<file path="src/shared/timer_capture_pkg.sv">
// Register map, field layout and constants of the timer with input capture.
package timer_capture_pkg;

  // Register indexes; byte address on APB is four times the index.
  localparam logic [7:0] IDX_CAPTURE_ENABLE_FLAGS = 8'h92;
  localparam logic [7:0] IDX_CAPTURE_EDGE_SELECT = 8'h93;
  localparam logic [7:0] IDX_CAPTURE_FILTER_ENABLE = 8'h94;
  localparam logic [7:0] IDX_EXTENDED_IRQ_ENABLE = 8'hA0;
  localparam logic [7:0] IDX_IRQ_STATUS = 8'hA1;
  localparam logic [7:0] IDX_IRQ_CLEAR = 8'hA2;
  localparam logic [7:0] IDX_TIMER_CONTROL = 8'hC8;
  localparam logic [7:0] IDX_TIMER_MODE = 8'hC9;
  localparam logic [7:0] IDX_RELOAD_LOW = 8'hCA;
  localparam logic [7:0] IDX_RELOAD_HIGH = 8'hCB;
  localparam logic [7:0] IDX_TIMER_COUNT_LOW = 8'hCC;
  localparam logic [7:0] IDX_TIMER_COUNT_HIGH = 8'hCD;
  localparam logic [7:0] IDX_CHANNEL0_RESULT_LOW = 8'hE4;
  localparam logic [7:0] IDX_CHANNEL0_RESULT_HIGH = 8'hE5;
  localparam logic [7:0] IDX_CHANNEL1_RESULT_LOW = 8'hE6;
  localparam logic [7:0] IDX_CHANNEL1_RESULT_HIGH = 8'hE7;
  localparam logic [7:0] IDX_CHANNEL2_RESULT_LOW = 8'hED;
  localparam logic [7:0] IDX_CHANNEL2_RESULT_HIGH = 8'hEE;

  // Field positions.
  localparam int FLAG_LSB = 0;
  localparam int CHAN_EN_LSB = 4;
  localparam int FILTER_EN_LSB = 4;
  localparam int CTRL_CMP_SEL_BIT = 0;
  localparam int CTRL_RUN_BIT = 2;
  localparam int CTRL_TFLAG_BIT = 7;
  localparam int IRQ_CAP_BIT = 2;
  localparam int IRQ_OVF_BIT = 3;
  localparam int IRQ_GLOBAL_BIT = 7;

  // Reset values and the all-ones count.
  localparam logic [7:0] RST_BYTE = 8'h00;
  localparam logic [15:0] RST_WORD = 16'h0000;
  localparam logic [15:0] COUNT_ALL_ONES = 16'hFFFF;

  // Edge select codes.
  localparam logic [1:0] EDGE_FALL = 2'h0;
  localparam logic [1:0] EDGE_RISE = 2'h1;
  localparam logic [1:0] EDGE_BOTH = 2'h2;

  // Timing: glitch filter length in CPU clocks, smallest prescale is 2**2.
  localparam int CLK_PERIOD_NS = 10;
  localparam int FILTER_LEN = 4;
  localparam int PRESCALE_BASE_LOG2 = 2;
  localparam logic [8:0] PRESCALE_BASE = 9'h004;

  typedef enum logic [1:0] {
    MODE_CAPTURE = 2'h0,
    MODE_RELOAD = 2'h1,
    MODE_COMPARE = 2'h3
  } timer_mode_e;

  // Timer mode register layout, bit 7 down to bit 0.
  typedef struct packed {
    logic reload_enable;
    logic [2:0] timer_prescale;
    logic capture_autoclear;
    logic compare_autoclear;
    logic [1:0] reload_trigger_select;
  } timer_mode_s;

endpackage : timer_capture_pkg

</file>
<file path="src/verilog/timer2_capture.sv">
// Sixteen-bit timer with three input capture channels behind an APB slave.
//
// How it works
// [RQ1] Count is sixteen bits, low and high bytes separately readable and writable.
// [RQ2] Mode: select 0 and reload 0 capture, 0/1 auto-reload, select 1 compare.
// [RQ3] Software halts the timer before touching either count byte.
// [RQ4] Three channels, enables at bits 6..4 of the enable and flag register.
// [RQ5] Filter enable rejects pulses shorter than four clocks before edge detection.
// [RQ6] Edge field: 00 falling, 01 rising, 10 either, 11 reserved.
// [RQ7] Each channel has its own edge detector; all share one count.
// [RQ8] Selected edge on enabled channel copies the count into its result pair.
// [RQ9] Edge on channel n sets flag bit n; only software clears it.
// [RQ10] Capture interrupt when any flag set with capture and global enables.
// [RQ11] Service routine checks the three flags and clears those handled.
// [RQ12] With auto-clear set, count returns to zero right after capture.
// [RQ13] Run bit one counts; zero halts and keeps the present count.
// [RQ14] Prescale code 000 divides by 4, doubling per code up to 512.
// [RQ15] With reload, trigger 00 overflow, 01..11 capture on channel 0..2.
// [RQ16] With auto-clear, a capture only clears the count, no reload.
// [RQ17] Running timer increments once per tick and wraps to zero.
//
// The APB interface to the registers was chosen for this implementation.
`timescale 1ns/1ps
`default_nettype none

module timer2_capture
  import timer_capture_pkg::*;
#(
  parameter int CHANNELS = 3,
  parameter int FILTER_CYCLES = FILTER_LEN
)
(
  // Clock and reset.
  input wire logic pclk,
  input wire logic presetn,
  // APB slave.
  input wire logic psel,
  input wire logic penable,
  input wire logic pwrite,
  input wire logic [11:0] paddr,
  input wire logic [31:0] pwdata,
  input wire logic [3:0] pstrb,
  output logic [31:0] prdata,
  output logic pready,
  output logic pslverr,
  // Capture inputs, bit n is channel n.
  input wire logic [CHANNELS-1:0] capture_input,
  // Interrupt request, level.
  output logic irq
);

  if (CHANNELS != 3 || FILTER_CYCLES < 2 || FILTER_CYCLES > 7)
  begin : g_bad_param
    $error("timer2_capture: CHANNELS must be 3 and FILTER_CYCLES 2 to 7");
  end

  function automatic logic [8:0] div_last(input logic [2:0] code);
    div_last = 9'((10'(PRESCALE_BASE) << code) - 10'h001);
  endfunction : div_last

  function automatic logic edge_hit(input logic [1:0] sel, input logic rise,
                                    input logic fall);
    case (sel)
      EDGE_FALL: edge_hit = fall;
      EDGE_RISE: edge_hit = rise;
      EDGE_BOTH: edge_hit = rise | fall;
      default: edge_hit = 1'b0;
    endcase
  endfunction : edge_hit

  function automatic logic [7:0] res_idx(input int ch, input logic high);
    case (ch)
      0: res_idx = high ? IDX_CHANNEL0_RESULT_HIGH : IDX_CHANNEL0_RESULT_LOW;
      1: res_idx = high ? IDX_CHANNEL1_RESULT_HIGH : IDX_CHANNEL1_RESULT_LOW;
      default: res_idx = high ? IDX_CHANNEL2_RESULT_HIGH : IDX_CHANNEL2_RESULT_LOW;
    endcase
  endfunction : res_idx

  // Register state.
  logic [2:0] chan_en_q, flag_q, flag_d, filt_en_q;
  logic [5:0] edge_sel_q;
  logic run_q, cmp_sel_q, tflag_q, tflag_d;
  timer_mode_s mode_q;
  logic [15:0] reload_q, count_q, count_d;
  logic [15:0] result_q [3];
  logic [7:0] irq_en_q;
  logic [8:0] div_q;

  // Capture input path per channel.
  logic [2:0] samp_q, filt_q, prev_q, lvl, rise, fall, cap_evt;
  logic [2:0] fcnt_q [3];

  // Bus decode.
  wire [7:0] idx = paddr[9:2];
  wire aligned = (paddr[1:0] == 2'h0) && (paddr[11:10] == 2'h0);
  wire acc = psel & penable;
  logic [7:0] rd_byte;
  logic mapped;
  wire wr = acc & pwrite & pstrb[0] & aligned & mapped;
  wire [7:0] wdata = pwdata[7:0];
  wire wr_flags = wr && (idx == IDX_CAPTURE_ENABLE_FLAGS);
  wire wr_edge = wr && (idx == IDX_CAPTURE_EDGE_SELECT);
  wire wr_filt = wr && (idx == IDX_CAPTURE_FILTER_ENABLE);
  wire wr_irq_en = wr && (idx == IDX_EXTENDED_IRQ_ENABLE);
  wire wr_irq_clr = wr && (idx == IDX_IRQ_CLEAR);
  wire wr_ctrl = wr && (idx == IDX_TIMER_CONTROL);
  wire wr_mode = wr && (idx == IDX_TIMER_MODE);
  wire wr_rl_lo = wr && (idx == IDX_RELOAD_LOW);
  wire wr_rl_hi = wr && (idx == IDX_RELOAD_HIGH);
  wire wr_cnt_lo = wr && (idx == IDX_TIMER_COUNT_LOW); // [RQ1]
  wire wr_cnt_hi = wr && (idx == IDX_TIMER_COUNT_HIGH); // [RQ1]
  wire cnt_wr = wr_cnt_lo | wr_cnt_hi;

  // Zero wait states; unmapped or misaligned addresses answer with an error.
  assign pready = 1'b1;
  assign pslverr = acc & ~(aligned & mapped);

  always_comb
  begin
    mapped = 1'b1;
    rd_byte = RST_BYTE;
    case (idx)
      IDX_CAPTURE_ENABLE_FLAGS: rd_byte = {1'b0, chan_en_q, 1'b0, flag_q};
      IDX_CAPTURE_EDGE_SELECT: rd_byte = {2'h0, edge_sel_q};
      IDX_CAPTURE_FILTER_ENABLE: rd_byte = {1'b0, filt_en_q, 4'h0};
      IDX_EXTENDED_IRQ_ENABLE: rd_byte = irq_en_q;
      IDX_IRQ_STATUS: rd_byte = {4'h0, tflag_q, |flag_q, 2'h0};
      IDX_IRQ_CLEAR: rd_byte = RST_BYTE;
      IDX_TIMER_CONTROL: rd_byte = {tflag_q, 4'h0, run_q, 1'b0, cmp_sel_q};
      IDX_TIMER_MODE: rd_byte = mode_q;
      IDX_RELOAD_LOW: rd_byte = reload_q[7:0];
      IDX_RELOAD_HIGH: rd_byte = reload_q[15:8];
      IDX_TIMER_COUNT_LOW: rd_byte = count_q[7:0]; // [RQ1]
      IDX_TIMER_COUNT_HIGH: rd_byte = count_q[15:8]; // [RQ1]
      IDX_CHANNEL0_RESULT_LOW: rd_byte = result_q[0][7:0];
      IDX_CHANNEL0_RESULT_HIGH: rd_byte = result_q[0][15:8];
      IDX_CHANNEL1_RESULT_LOW: rd_byte = result_q[1][7:0];
      IDX_CHANNEL1_RESULT_HIGH: rd_byte = result_q[1][15:8];
      IDX_CHANNEL2_RESULT_LOW: rd_byte = result_q[2][7:0];
      IDX_CHANNEL2_RESULT_HIGH: rd_byte = result_q[2][15:8];
      default: mapped = 1'b0;
    endcase
  end

  // Read data is taken at the end of the setup cycle and stands through the access cycle.
  // It is a snapshot one cycle old, so a running count may have moved on by the access edge.
  wire rd_setup = psel & ~penable & ~pwrite & aligned;

  always_ff @(posedge pclk or negedge presetn)
  begin
    if (!presetn)
      prdata <= 32'h00000000;
    else
      prdata <= rd_setup ? {24'h000000, rd_byte} : 32'h00000000;
  end

  // Configuration registers.
  always_ff @(posedge pclk or negedge presetn)
  begin
    if (!presetn)
    begin
      chan_en_q <= 3'h0;
      edge_sel_q <= 6'h00;
      filt_en_q <= 3'h0;
      irq_en_q <= RST_BYTE;
      run_q <= 1'b0;
      cmp_sel_q <= 1'b0;
      mode_q <= timer_mode_s'(RST_BYTE);
      reload_q <= RST_WORD;
    end
    else
    begin
      if (wr_flags) chan_en_q <= wdata[CHAN_EN_LSB +: 3]; // [RQ4]
      if (wr_edge) edge_sel_q <= wdata[5:0]; // [RQ6]
      if (wr_filt) filt_en_q <= wdata[FILTER_EN_LSB +: 3]; // [RQ5]
      if (wr_irq_en) irq_en_q <= wdata & 8'h8C;
      if (wr_ctrl) run_q <= wdata[CTRL_RUN_BIT]; // [RQ13]
      if (wr_ctrl) cmp_sel_q <= wdata[CTRL_CMP_SEL_BIT]; // [RQ2]
      if (wr_mode) mode_q <= timer_mode_s'(wdata);
      if (wr_rl_lo) reload_q[7:0] <= wdata;
      if (wr_rl_hi) reload_q[15:8] <= wdata;
    end
  end

  // Input sampling, glitch filter and edge detection, one set per channel.
  for (genvar ch = 0; ch < 3; ch++)
  begin : g_chan
    wire differs = samp_q[ch] ^ filt_q[ch];
    wire settled = differs && (fcnt_q[ch] == 3'(FILTER_CYCLES - 1));

    always_ff @(posedge pclk or negedge presetn)
    begin
      if (!presetn)
      begin
        samp_q[ch] <= 1'b0;
        filt_q[ch] <= 1'b0;
        fcnt_q[ch] <= 3'h0;
        prev_q[ch] <= 1'b0;
      end
      else
      begin
        samp_q[ch] <= capture_input[ch];
        // A level must differ for the full window before it passes.
        fcnt_q[ch] <= (differs && !settled) ? 3'(fcnt_q[ch] + 3'h1) : 3'h0; // [RQ5]
        if (settled) filt_q[ch] <= samp_q[ch]; // [RQ5]
        prev_q[ch] <= lvl[ch];
      end
    end

    assign lvl[ch] = filt_en_q[ch] ? filt_q[ch] : samp_q[ch]; // [RQ5]
    assign rise[ch] = lvl[ch] & ~prev_q[ch]; // [RQ7]
    assign fall[ch] = ~lvl[ch] & prev_q[ch]; // [RQ7]
    assign cap_evt[ch] = chan_en_q[ch]
                         & edge_hit(edge_sel_q[2*ch +: 2], rise[ch], fall[ch]); // [RQ6]

    wire wr_lo = wr && (idx == res_idx(ch, 1'b0));
    wire wr_hi = wr && (idx == res_idx(ch, 1'b1));

    // A capture wins over a software write to the same result register.
    always_ff @(posedge pclk or negedge presetn)
    begin
      if (!presetn)
        result_q[ch] <= RST_WORD;
      else if (cap_evt[ch])
        result_q[ch] <= count_q; // [RQ8]
      else if (wr_lo)
        result_q[ch][7:0] <= wdata;
      else if (wr_hi)
        result_q[ch][15:8] <= wdata;
    end
  end

  // Prescaler; it holds its phase while the timer is halted.
  wire [8:0] last = div_last(mode_q.timer_prescale);
  wire tick = run_q && (div_q >= last); // [RQ14]

  always_ff @(posedge pclk or negedge presetn)
  begin
    if (!presetn)
      div_q <= 9'h000;
    else if (run_q)
      div_q <= tick ? 9'h000 : 9'(div_q + 9'h001); // [RQ14]
  end

  // Mode and count events.
  wire timer_mode_e tmode = cmp_sel_q ? MODE_COMPARE :
                            (mode_q.reload_enable ? MODE_RELOAD : MODE_CAPTURE); // [RQ2]
  wire ovf_evt = tick && (count_q == COUNT_ALL_ONES);
  wire cmp_evt = (tmode == MODE_COMPARE) && tick && (count_q == reload_q);
  wire [1:0] trig = mode_q.reload_trigger_select;
  wire trig_evt = (trig == 2'h0) ? ovf_evt : cap_evt[2'(trig - 2'h1)]; // [RQ15]
  wire cap_clear = mode_q.capture_autoclear && (|cap_evt); // [RQ12]
  wire cmp_clear = mode_q.compare_autoclear && cmp_evt;
  wire cap_trig = trig != 2'h0;
  wire reload_evt = (tmode == MODE_RELOAD) && trig_evt
                    && !(cap_trig && mode_q.capture_autoclear); // [RQ16]

  // Software byte writes first, then clears, reload and finally the tick.
  assign count_d = wr_cnt_lo ? {count_q[15:8], wdata} :
                   wr_cnt_hi ? {wdata, count_q[7:0]} :
                   (cap_clear || cmp_clear) ? RST_WORD : // [RQ12]
                   reload_evt ? reload_q : // [RQ15]
                   tick ? 16'(count_q + 16'h0001) : count_q; // [RQ17] [RQ13]

  // A new event in the clearing cycle keeps the flag set.
  assign flag_d = cap_evt | (flag_q & ~({3{wr_flags}} & ~wdata[FLAG_LSB +: 3])
                  & ~{3{wr_irq_clr & wdata[IRQ_CAP_BIT]}}); // [RQ9]
  assign tflag_d = ovf_evt | cmp_evt | (tflag_q & ~(wr_irq_clr & wdata[IRQ_OVF_BIT]));

  always_ff @(posedge pclk or negedge presetn)
  begin
    if (!presetn)
    begin
      count_q <= RST_WORD;
      flag_q <= 3'h0;
      tflag_q <= 1'b0;
    end
    else
    begin
      count_q <= count_d;
      flag_q <= flag_d;
      tflag_q <= tflag_d;
    end
  end

  assign irq = irq_en_q[IRQ_GLOBAL_BIT] & (((|flag_q) & irq_en_q[IRQ_CAP_BIT])
               | (tflag_q & irq_en_q[IRQ_OVF_BIT])); // [RQ10]
endmodule : timer2_capture

`default_nettype wire

</file>
<file path="config.mk">
export PLATFORM = sky130hd
export DESIGN_NAME = timer2_capture
export DESIGN_NICKNAME = d
export VERILOG_FILES = /design/src/shared/timer_capture_pkg.sv /design/src/verilog/timer2_capture.sv
export SDC_FILE = /design/constraint.sdc
export NUM_CORES = 1
export LEC_CHECK = 0
export ABC_AREA = 1
export BUFFER_PORTS_ARGS = -buffer_cell sky130_fd_sc_hd__buf_2
export CAP_MARGIN = 5
export CORE_ASPECT_RATIO = 1.5
export CORE_MARGIN = 3
export CORE_UTILIZATION = 55
export CTS_CLUSTER_DIAMETER = 150
export CTS_CLUSTER_SIZE = 28
export DETAILED_ROUTE_END_ITERATION = 6
export HOLD_SLACK_MARGIN = 0.12
export PLACE_DENSITY = 0.75
export SYNTH_ARGS = -nofsm -noshare
export SYNTH_HDL_FRONTEND = slang
export SYNTH_SLANG_ARGS = --single-unit
</file>
<file path="constraint.sdc">
create_clock -name pclk -period 4.6 [get_ports pclk]
set_input_delay 0 -clock pclk [delete_from_list [all_inputs] [get_ports pclk]]
set_output_delay 0 -clock pclk [all_outputs]
set_load 0.02 [all_outputs]
</file>
=== After elaboration in Yosys (flattened, before gate mapping) ===
Index checks and enable logic that the tools add are counted.

* Register bits: 144
* Output and inout bits: 35
* Word-level logic and storage cells: 230
* Bits in writable memories: 0
* Input port bits: 56
* Memories kept: 0
* ROM bits: 0
* Latch bits: 0

* Multiplexer cells: 35
* Add/subtract/negate cells: 7
* Bitwise gates (word level): 52
* Equality and inequality tests: 35
* Reduce and logical (&&, ||, !) cells: 61
* Divide/modulo/power cells: 0
* Shift operators: 1
* $lt $le $gt $ge: 2
* $mul: 0

{| class="wikitable"
|+ Operators with widths
! operator !! number
|-
| $eq A8 B8 Y1 const B || 18
|-
| $pmux W8 S17 || 1
|-
| $mux W16 || 7
|-
| $mux W8 || 11
|-
| $logic_and A1 B1 Y1 || 33
|-
| $and A1 B1 Y1 || 25
|-
| $reduce_or A18 Y1 || 1
|-
| $add A16 B1 Y16 const B || 1
|-
| $eq A16 B16 Y1 || 1
|-
| $eq A16 B16 Y1 const B || 1
|-
| $reduce_bool A2 Y1 || 7
|-
| $logic_not A2 Y1 || 6
|-
| $not A1 Y1 || 11
|-
| $reduce_and A2 Y1 || 5
|-
| $add A3 B1 Y3 const B || 3
|-
| $add A9 B1 Y9 const B || 1
|-
| $and A3 B3 Y3 || 3
|-
| $eq A3 B2 Y1 const B || 3
|-
| $ge A9 B9 Y1 || 1
|-
| $mux W3 || 3
|-
| $mux W9 || 1
|-
| $not A3 Y3 || 3
|-
| $pmux W1 S3 || 3
|-
| $shl A3 B3 Y9 const A || 1
|-
| 16 further kinds || 43
|}

=== Depth between registers and ports, before layout ===
* Depth after elaboration: 15
* Depth in mapped cells: 25
* Mapped depth without buffers: 24

=== Worst setup path before layout ===
Ideal clock, no wire load.

* Path type: flip-flop to flip-flop
* Start: register mode_q[4] (netlist name)
* End: register count_q[2]
* Clock period less this slack: 2824 ps
* Data arrival time: 2708 ps
* Slack: 1776 ps
* Buffers on the path: 1
* Required time: 4484 ps
* Setup time: 116 ps
* Stages on the path, launching flop included: 24
* Path through: dfrtp_1 > nor2_1 > inv_1 > nor2_1 > inv_1 > ha_1 > o21ai_0 > a21oi_1 > xor2_1 > ha_1 > nand2_1 > nor2_1 > nand2_1 > nand2_1 > nor2_1 > nand2_1 > nand3_1 > nand2_4 > nand3_4 > buf_6 > o21ai_0 > nor2_1 > nand2_1 > nand2_1

* Cells in the longest elaborated chain, start to end: 12
* Elaborated cells on any way between the ends: 18
* Classes of those cells: add/sub (1); order compare (1); shift (1); mux (5); reduce/logical (10)

{| class="wikitable"
|+ Ends and longest elaborated chain
! item !! line !! text
|-
| start, declared || timer2_capture.sv:83 || <nowiki>timer_mode_s mode_q;</nowiki>
|-
| start signal, assigned || timer2_capture.sv:168 || <nowiki>mode_q <= timer_mode_s'(RST_BYTE);</nowiki>
|-
| start signal, assigned || timer2_capture.sv:179 || <nowiki>if (wr_mode) mode_q <= timer_mode_s'(wdata);</nowiki>
|-
| $shl A3 B3 Y9 (*) || timer2_capture.sv:58 || <nowiki>div_last = 9'((10'(PRESCALE_BASE) << code) - 10'h001);</nowiki>
|-
| $sub A9 B1 Y9 (*) || timer2_capture.sv:58 ||
|-
| $ge A9 B9 Y1 (*) || timer2_capture.sv:235 || <nowiki>wire tick = run_q && (div_q >= last);</nowiki>
|-
| $logic_and A1 B1 Y1 (*) || timer2_capture.sv:235 ||
|-
| $logic_and A1 B1 Y1 || timer2_capture.sv:248 || <nowiki>wire ovf_evt = tick && (count_q == COUNT_ALL_ONES);</nowiki>
|-
| $mux W1 || timer2_capture.sv:251 || <nowiki>wire trig_evt = (trig == 2'h0) ? ovf_evt : cap_evt[2'(trig - 2'h1)];</nowiki>
|-
| $logic_and A1 B1 Y1 || timer2_capture.sv:255 || <nowiki>wire reload_evt = (tmode == MODE_RELOAD) && trig_evt</nowiki>
|-
| $logic_and A1 B1 Y1 || timer2_capture.sv:256 || <nowiki>&& !(cap_trig && mode_q.capture_autoclear);</nowiki>
|-
| $mux W16 || timer2_capture.sv:262 || <nowiki>reload_evt ? reload_q :</nowiki>
|-
| $mux W16 || timer2_capture.sv:261 || <nowiki>(cap_clear || cmp_clear) ? RST_WORD :</nowiki>
|-
| $mux W16 || timer2_capture.sv:260 || <nowiki>wr_cnt_hi ? {wdata, count_q[7:0]} :</nowiki>
|-
| $mux W8 || timer2_capture.sv:259 || <nowiki>assign count_d = wr_cnt_lo ? {count_q[15:8], wdata} :</nowiki>
|-
| end signal, assigned || timer2_capture.sv:280 || <nowiki>count_q <= count_d;</nowiki>
|-
| end, declared || timer2_capture.sv:84 || <nowiki>logic [15:0] reload_q, count_q, count_d;</nowiki>
|}

Mark *: on every way between the ends. The rest lies on a longest branch, timed or not. The select of a mux whose other input is x is not followed.
A chain may end at the register's enable or synchronous reset.

=== Worst setup path after layout ===
* Start: register mode_q[4] (netlist name)
* End: register count_q[14]

* Cells in the longest elaborated chain, start to end: 11
* Elaborated cells on any way between the ends: 17
* Classes of those cells: add/sub (1); order compare (1); shift (1); mux (4); reduce/logical (10)

{| class="wikitable"
|+ Ends and longest elaborated chain
! item !! line
|-
| $shl A3 B3 Y9 (*) || timer2_capture.sv:58
|-
| $sub A9 B1 Y9 (*) || timer2_capture.sv:58
|-
| $ge A9 B9 Y1 (*) || timer2_capture.sv:235
|-
| $logic_and A1 B1 Y1 (*) || timer2_capture.sv:235
|-
| $logic_and A1 B1 Y1 || timer2_capture.sv:248
|-
| $mux W1 || timer2_capture.sv:251
|-
| $logic_and A1 B1 Y1 || timer2_capture.sv:255
|-
| $logic_and A1 B1 Y1 || timer2_capture.sv:256
|-
| $mux W16 || timer2_capture.sv:262
|-
| $mux W16 || timer2_capture.sv:261
|-
| $mux W16 || timer2_capture.sv:260
|}

Marked as above.

==> results <==
- The slew at the pin with the worst max-slew slack is 0.842 ns.
- The register bit total from synthesis is 144.
- The most common cell in the netlist is nand2_1.
- Summing the sequential cell areas from Yosys gives 40.6% of the chip area.
- The final number of max-transition violations was 0.
- By count the netlist is led by nand2_1 (374), dfrtp_1 (144), inv_1 (142).
- The period utilization is 74.2%.
- The first routing iteration left 758 violations.
- Subtracting the final worst setup slack from the clock period gives 3.41 ns.
- The cell area after synthesis is 8880 µm².
- The sink count of the clock tree is 144.
- The maximum net fanout on the critical path is 26.
- The horizontal die dimension is 110 µm.
- For this run, the detailed router's first-pass iteration total came to 5.
- The data required time of the worst path is 4.97 ns.
- The proportion of layout cells with a drive suffix above 1 is 9.72%.
- The worst relative slew slack is 43.8%.
- The worst hold slack is 0.186 ns.
- After routing the design area is 9830 µm².
- Dividing the detail-routed wire length by the instance count gives 19.2 µm.
- Row generation in the floorplan step produced 56 rows.
- The total routing usage reported by global routing is 33.0%.
- The number of antenna violations at the first check in global routing is 0.
- The distinct cell type count of the synthesized netlist is 49.
- After clock tree synthesis, the repair step resized 0 gates.
- The HPWL after detailed placement is 20600 µm.
- After synthesis, the mean cell area works out to 7.34 µm².
- For the final database, setup skew stands at 0.0110 ns.
- Input and output buffers added on the ports amount to 38.
- Static timing analysis puts the maximum clock frequency at 293 MHz.
- Setup repair after global routing left no endpoint under its margin.
- Max-cap violations in this run came to 0.
- TritonCTS built the clock tree.
- STA classifies the critical path startpoint as a flop.
- The initial utilization of the core area, before any placement, comes to 56.3%.
- The analysis attributes to cell leakage a power of 5.04 nW.
- The flow ran to the end, and the final reports show no timing, DRC or antenna violations.
- The number of warnings reported in the yosys synthesis log is 0.
- By area the synthesized netlist is led by dfrtp_1 (41%), nand2_1 (16%), inv_1 (6.0%), nor2_1 (4.8%), o21ai_0 (4.4%).
- The summed negative setup slack over all endpoints is 0 ns.
- The min-delay analysis places its worst path in the category in -> reg.
- Relative to the synthesized area, the layout overhead comes to 10.7%.
- The power per unit of standard cell area is 306 nW/µm².
- The synthesized instance count is 1209.
- Among all flip-flop cells after synthesis, the most frequent one is dfrtp_1.
- The number of global-route vias before repair is 8113.
- Setup violations remaining at the end of the flow were counted as 0.
- The non-filler instance count after layout is 1470.
- For this run, design rule violations remaining after detail routing come to 0.
- The floorplan step set the die height to 162 µm.
- Entering global routing, the biggest net connects 90 pins.
- After global routing the overflow that remains totals 0.
- The critical path arrival is 3.78 ns.
- At the end of routability-driven placement, the weighted congestion stood at 0.999.
- The die covers 17700 µm².
- The total via count in the routed design is 8413.
- The total placed cells including tap cells is 1421.
- For this block, the routed nets add up to 28300 µm of wire.
- The total number of H-tree levels is 4.
- The fraction of registers with async set or reset after synthesis is 100%.
- The biggest area contributor in the post-synthesis netlist is dfrtp_1.
- VDD sags by at most 214 µV.
- For the worst-skew pair, the clock arrives at the later sink with an insertion delay of 0.44 ns.
- The root buffer cell is clkbuf_16.
- The hold violation count in the final report was 0.
- In this run, CTS created clock tree buffers numbering 17.
- The area inside the core boundary is 15800 µm².
- Overall power consumption after layout is estimated at 0.00301 W.
- The category of the most critical setup path is reg -> reg.
- 91 I/O pins were placed.
- The first global-routing pass estimated 43600 µm of wire.
- The post-detailed-route count of antenna-violating nets is 0.
- No sink is reached through more buffers than the 2 on the longest clock path.
- The clock-pin slew reported for the worst setup and hold paths after clock tree synthesis is 0.06 ns.
- The fraction of post-synthesis cell area in the top cell type by area is 40.6%.
- The synthesized design contains 0 enable-type register cells.
- The standard cell area after detailed placement is 9090 µm².
- Using the TritonRoute via totals, the vias-per-cell ratio works out to 5.72.
- The layout net count is 1332.
- STA classifies the critical path endpoint as a flop.
- The total of fill cells in the finished design is 1461.
==> logic make-up (layout without fill, tap and decap cells) <==
| kind of cell | Yosys count | after routing | synth area share [%] |
|---|---|---|---|
| other | 2 | 26 | 0.0846 |
| AO/OA/AOI/OAI | 201 | 201 | 13.9 |
| flip-flops | 144 | 144 | 40.6 |
| adder cells (fa/ha/maj) | 23 | 23 | 3.24 |
| buffers and inverters | 213 | 247 | 10.7 |
| AND/OR/NAND/NOR | 605 | 605 | 29.4 |
| XOR/XNOR | 21 | 21 | 2.07 |
==> state kept, by name, summed over array words and instances, names as in the netlist, 2 cells and up <==
| signal | cells |
|---|---|
| prev_q | 3 |
| count_q | 16 |
| edge_sel_q | 6 |
| samp_q | 3 |
| div_q | 9 |
| filt_q | 3 |
| reload_q | 16 |
| irq_en_q | 3 |
| trig | 2 |
| flag_q | 3 |
| filt_en_q | 3 |
| prdata | 8 |
| result_q | 48 |
| fcnt_q | 9 |
| mode_q | 6 |
| chan_en_q | 3 |
==> metal layers <==
layer | up-vias | wire [µm] | global-route usage, %
li1 | 3942 | - | -
met1 | 3858 | 10200 | 39.6
met2 | 483 | 13300 | 52.5
met3 | 130 | 2650 | 6.76
met4 | 0 | 2080 | 22.5
met5 | - | 0 | 0
==> critical path: stages (launching register included) <==
cell	delay, ns
dfrtp_1	0.42
nor2_1	0.15
inv_1	0.07
nor2_1	0.16
inv_1	0.06
ha_1	0.20
o21ai_0	0.13
a21oi_1	0.09
xor2_1	0.15
ha_1	0.29
nand2_1	0.07
nor2_1	0.13
nand2_1	0.07
nand2_1	0.06
nor2_1	0.03
nand2_1	0.07
nand3_1	0.11
nand2_4	0.16
nand3_4	0.25
nand3_1	0.21
nand2_2	0.15
inv_2	0.18
nand2_1	0.07
nand2_1	0.06
==> timing repair <==
action | CTS | global route
setup buffers | 0 | 0
hold buffers | 16 | 0
hold endpoints to repair | 137 | 0
==> placed cells by master (no fill, tap or decap), drive strengths merged, types with 2 or more instances in the layout <==
master and n:
a211oi 5, a21oi 19, a221oi 8, a22oi 34, a31oi 3, a41oi 3
buf 41, bufinv 2, clkbuf 20, clkinv 6, clkinvlp 4, conb 25
dfrtp 144, dlygate4sd3 16, ha 23, inv 158, nand2 383, nand3 52
nand3b 3, nand4 17, nor2 130, nor3 16, nor4 3, o211ai 8
o21a 3, o21ai 95, o22ai 16, o2bb2ai 3, xnor2 6, xor2 15
==> layout make-up <==
cell class	count	area (µm²)	share of cell area [%]
clock buffers	20	447	4.54
inverters	158	596	6.06
multi-input cells	875	4420	44.9
diodes	1	2.50	0.0255
well taps	203	254	2.58
repair buffers	57	379	3.86
clock inverters	12	135	1.37
flip-flops and latches	144	3600	36.7
==> through the flow <==
step | util [%] | worst slack (ns)
2_1_floorplan | - | 1.78
3_3_place_gp | 57.6 | 1.30
3_5_place_dp | 57.6 | 1.21
4_1_cts | 62.3 | 1.18
5_1_grt | 62.3 | 0.702
6_report | 62.4 | 1.19
==> power by group <==
group	internal (W)	switching (W)	leakage (nW)
combinational	0.0000846	0.000186	2.97
clock	0.000814	0.000566	0.273
sequential	0.00132	0.0000359	1.80
==> final timing paths <==
check,start,end,slack (ns),depth (start not counted)
hold reg to reg,fcnt_q[3]$_DFF_PN0_,fcnt_q[3]$_DFF_PN0_,0.43,1
min in group asynchronous,presetn,fcnt_q[8]$_DFF_PN0_,0.22,2
hold / removal,paddr[8],flag_q[2]$_DFF_PN0_,0.19,7
setup / recovery,mode_q[4]$_DFFE_PN0P_,count_q[14]$_DFFE_PN0P_,1.19,23
max in group asynchronous,presetn,reload_q[12]$_DFFE_PN0P_,3.15,3
setup reg to reg,mode_q[4]$_DFFE_PN0P_,count_q[14]$_DFFE_PN0P_,1.19,23
(Power assumes the default switching activity.)
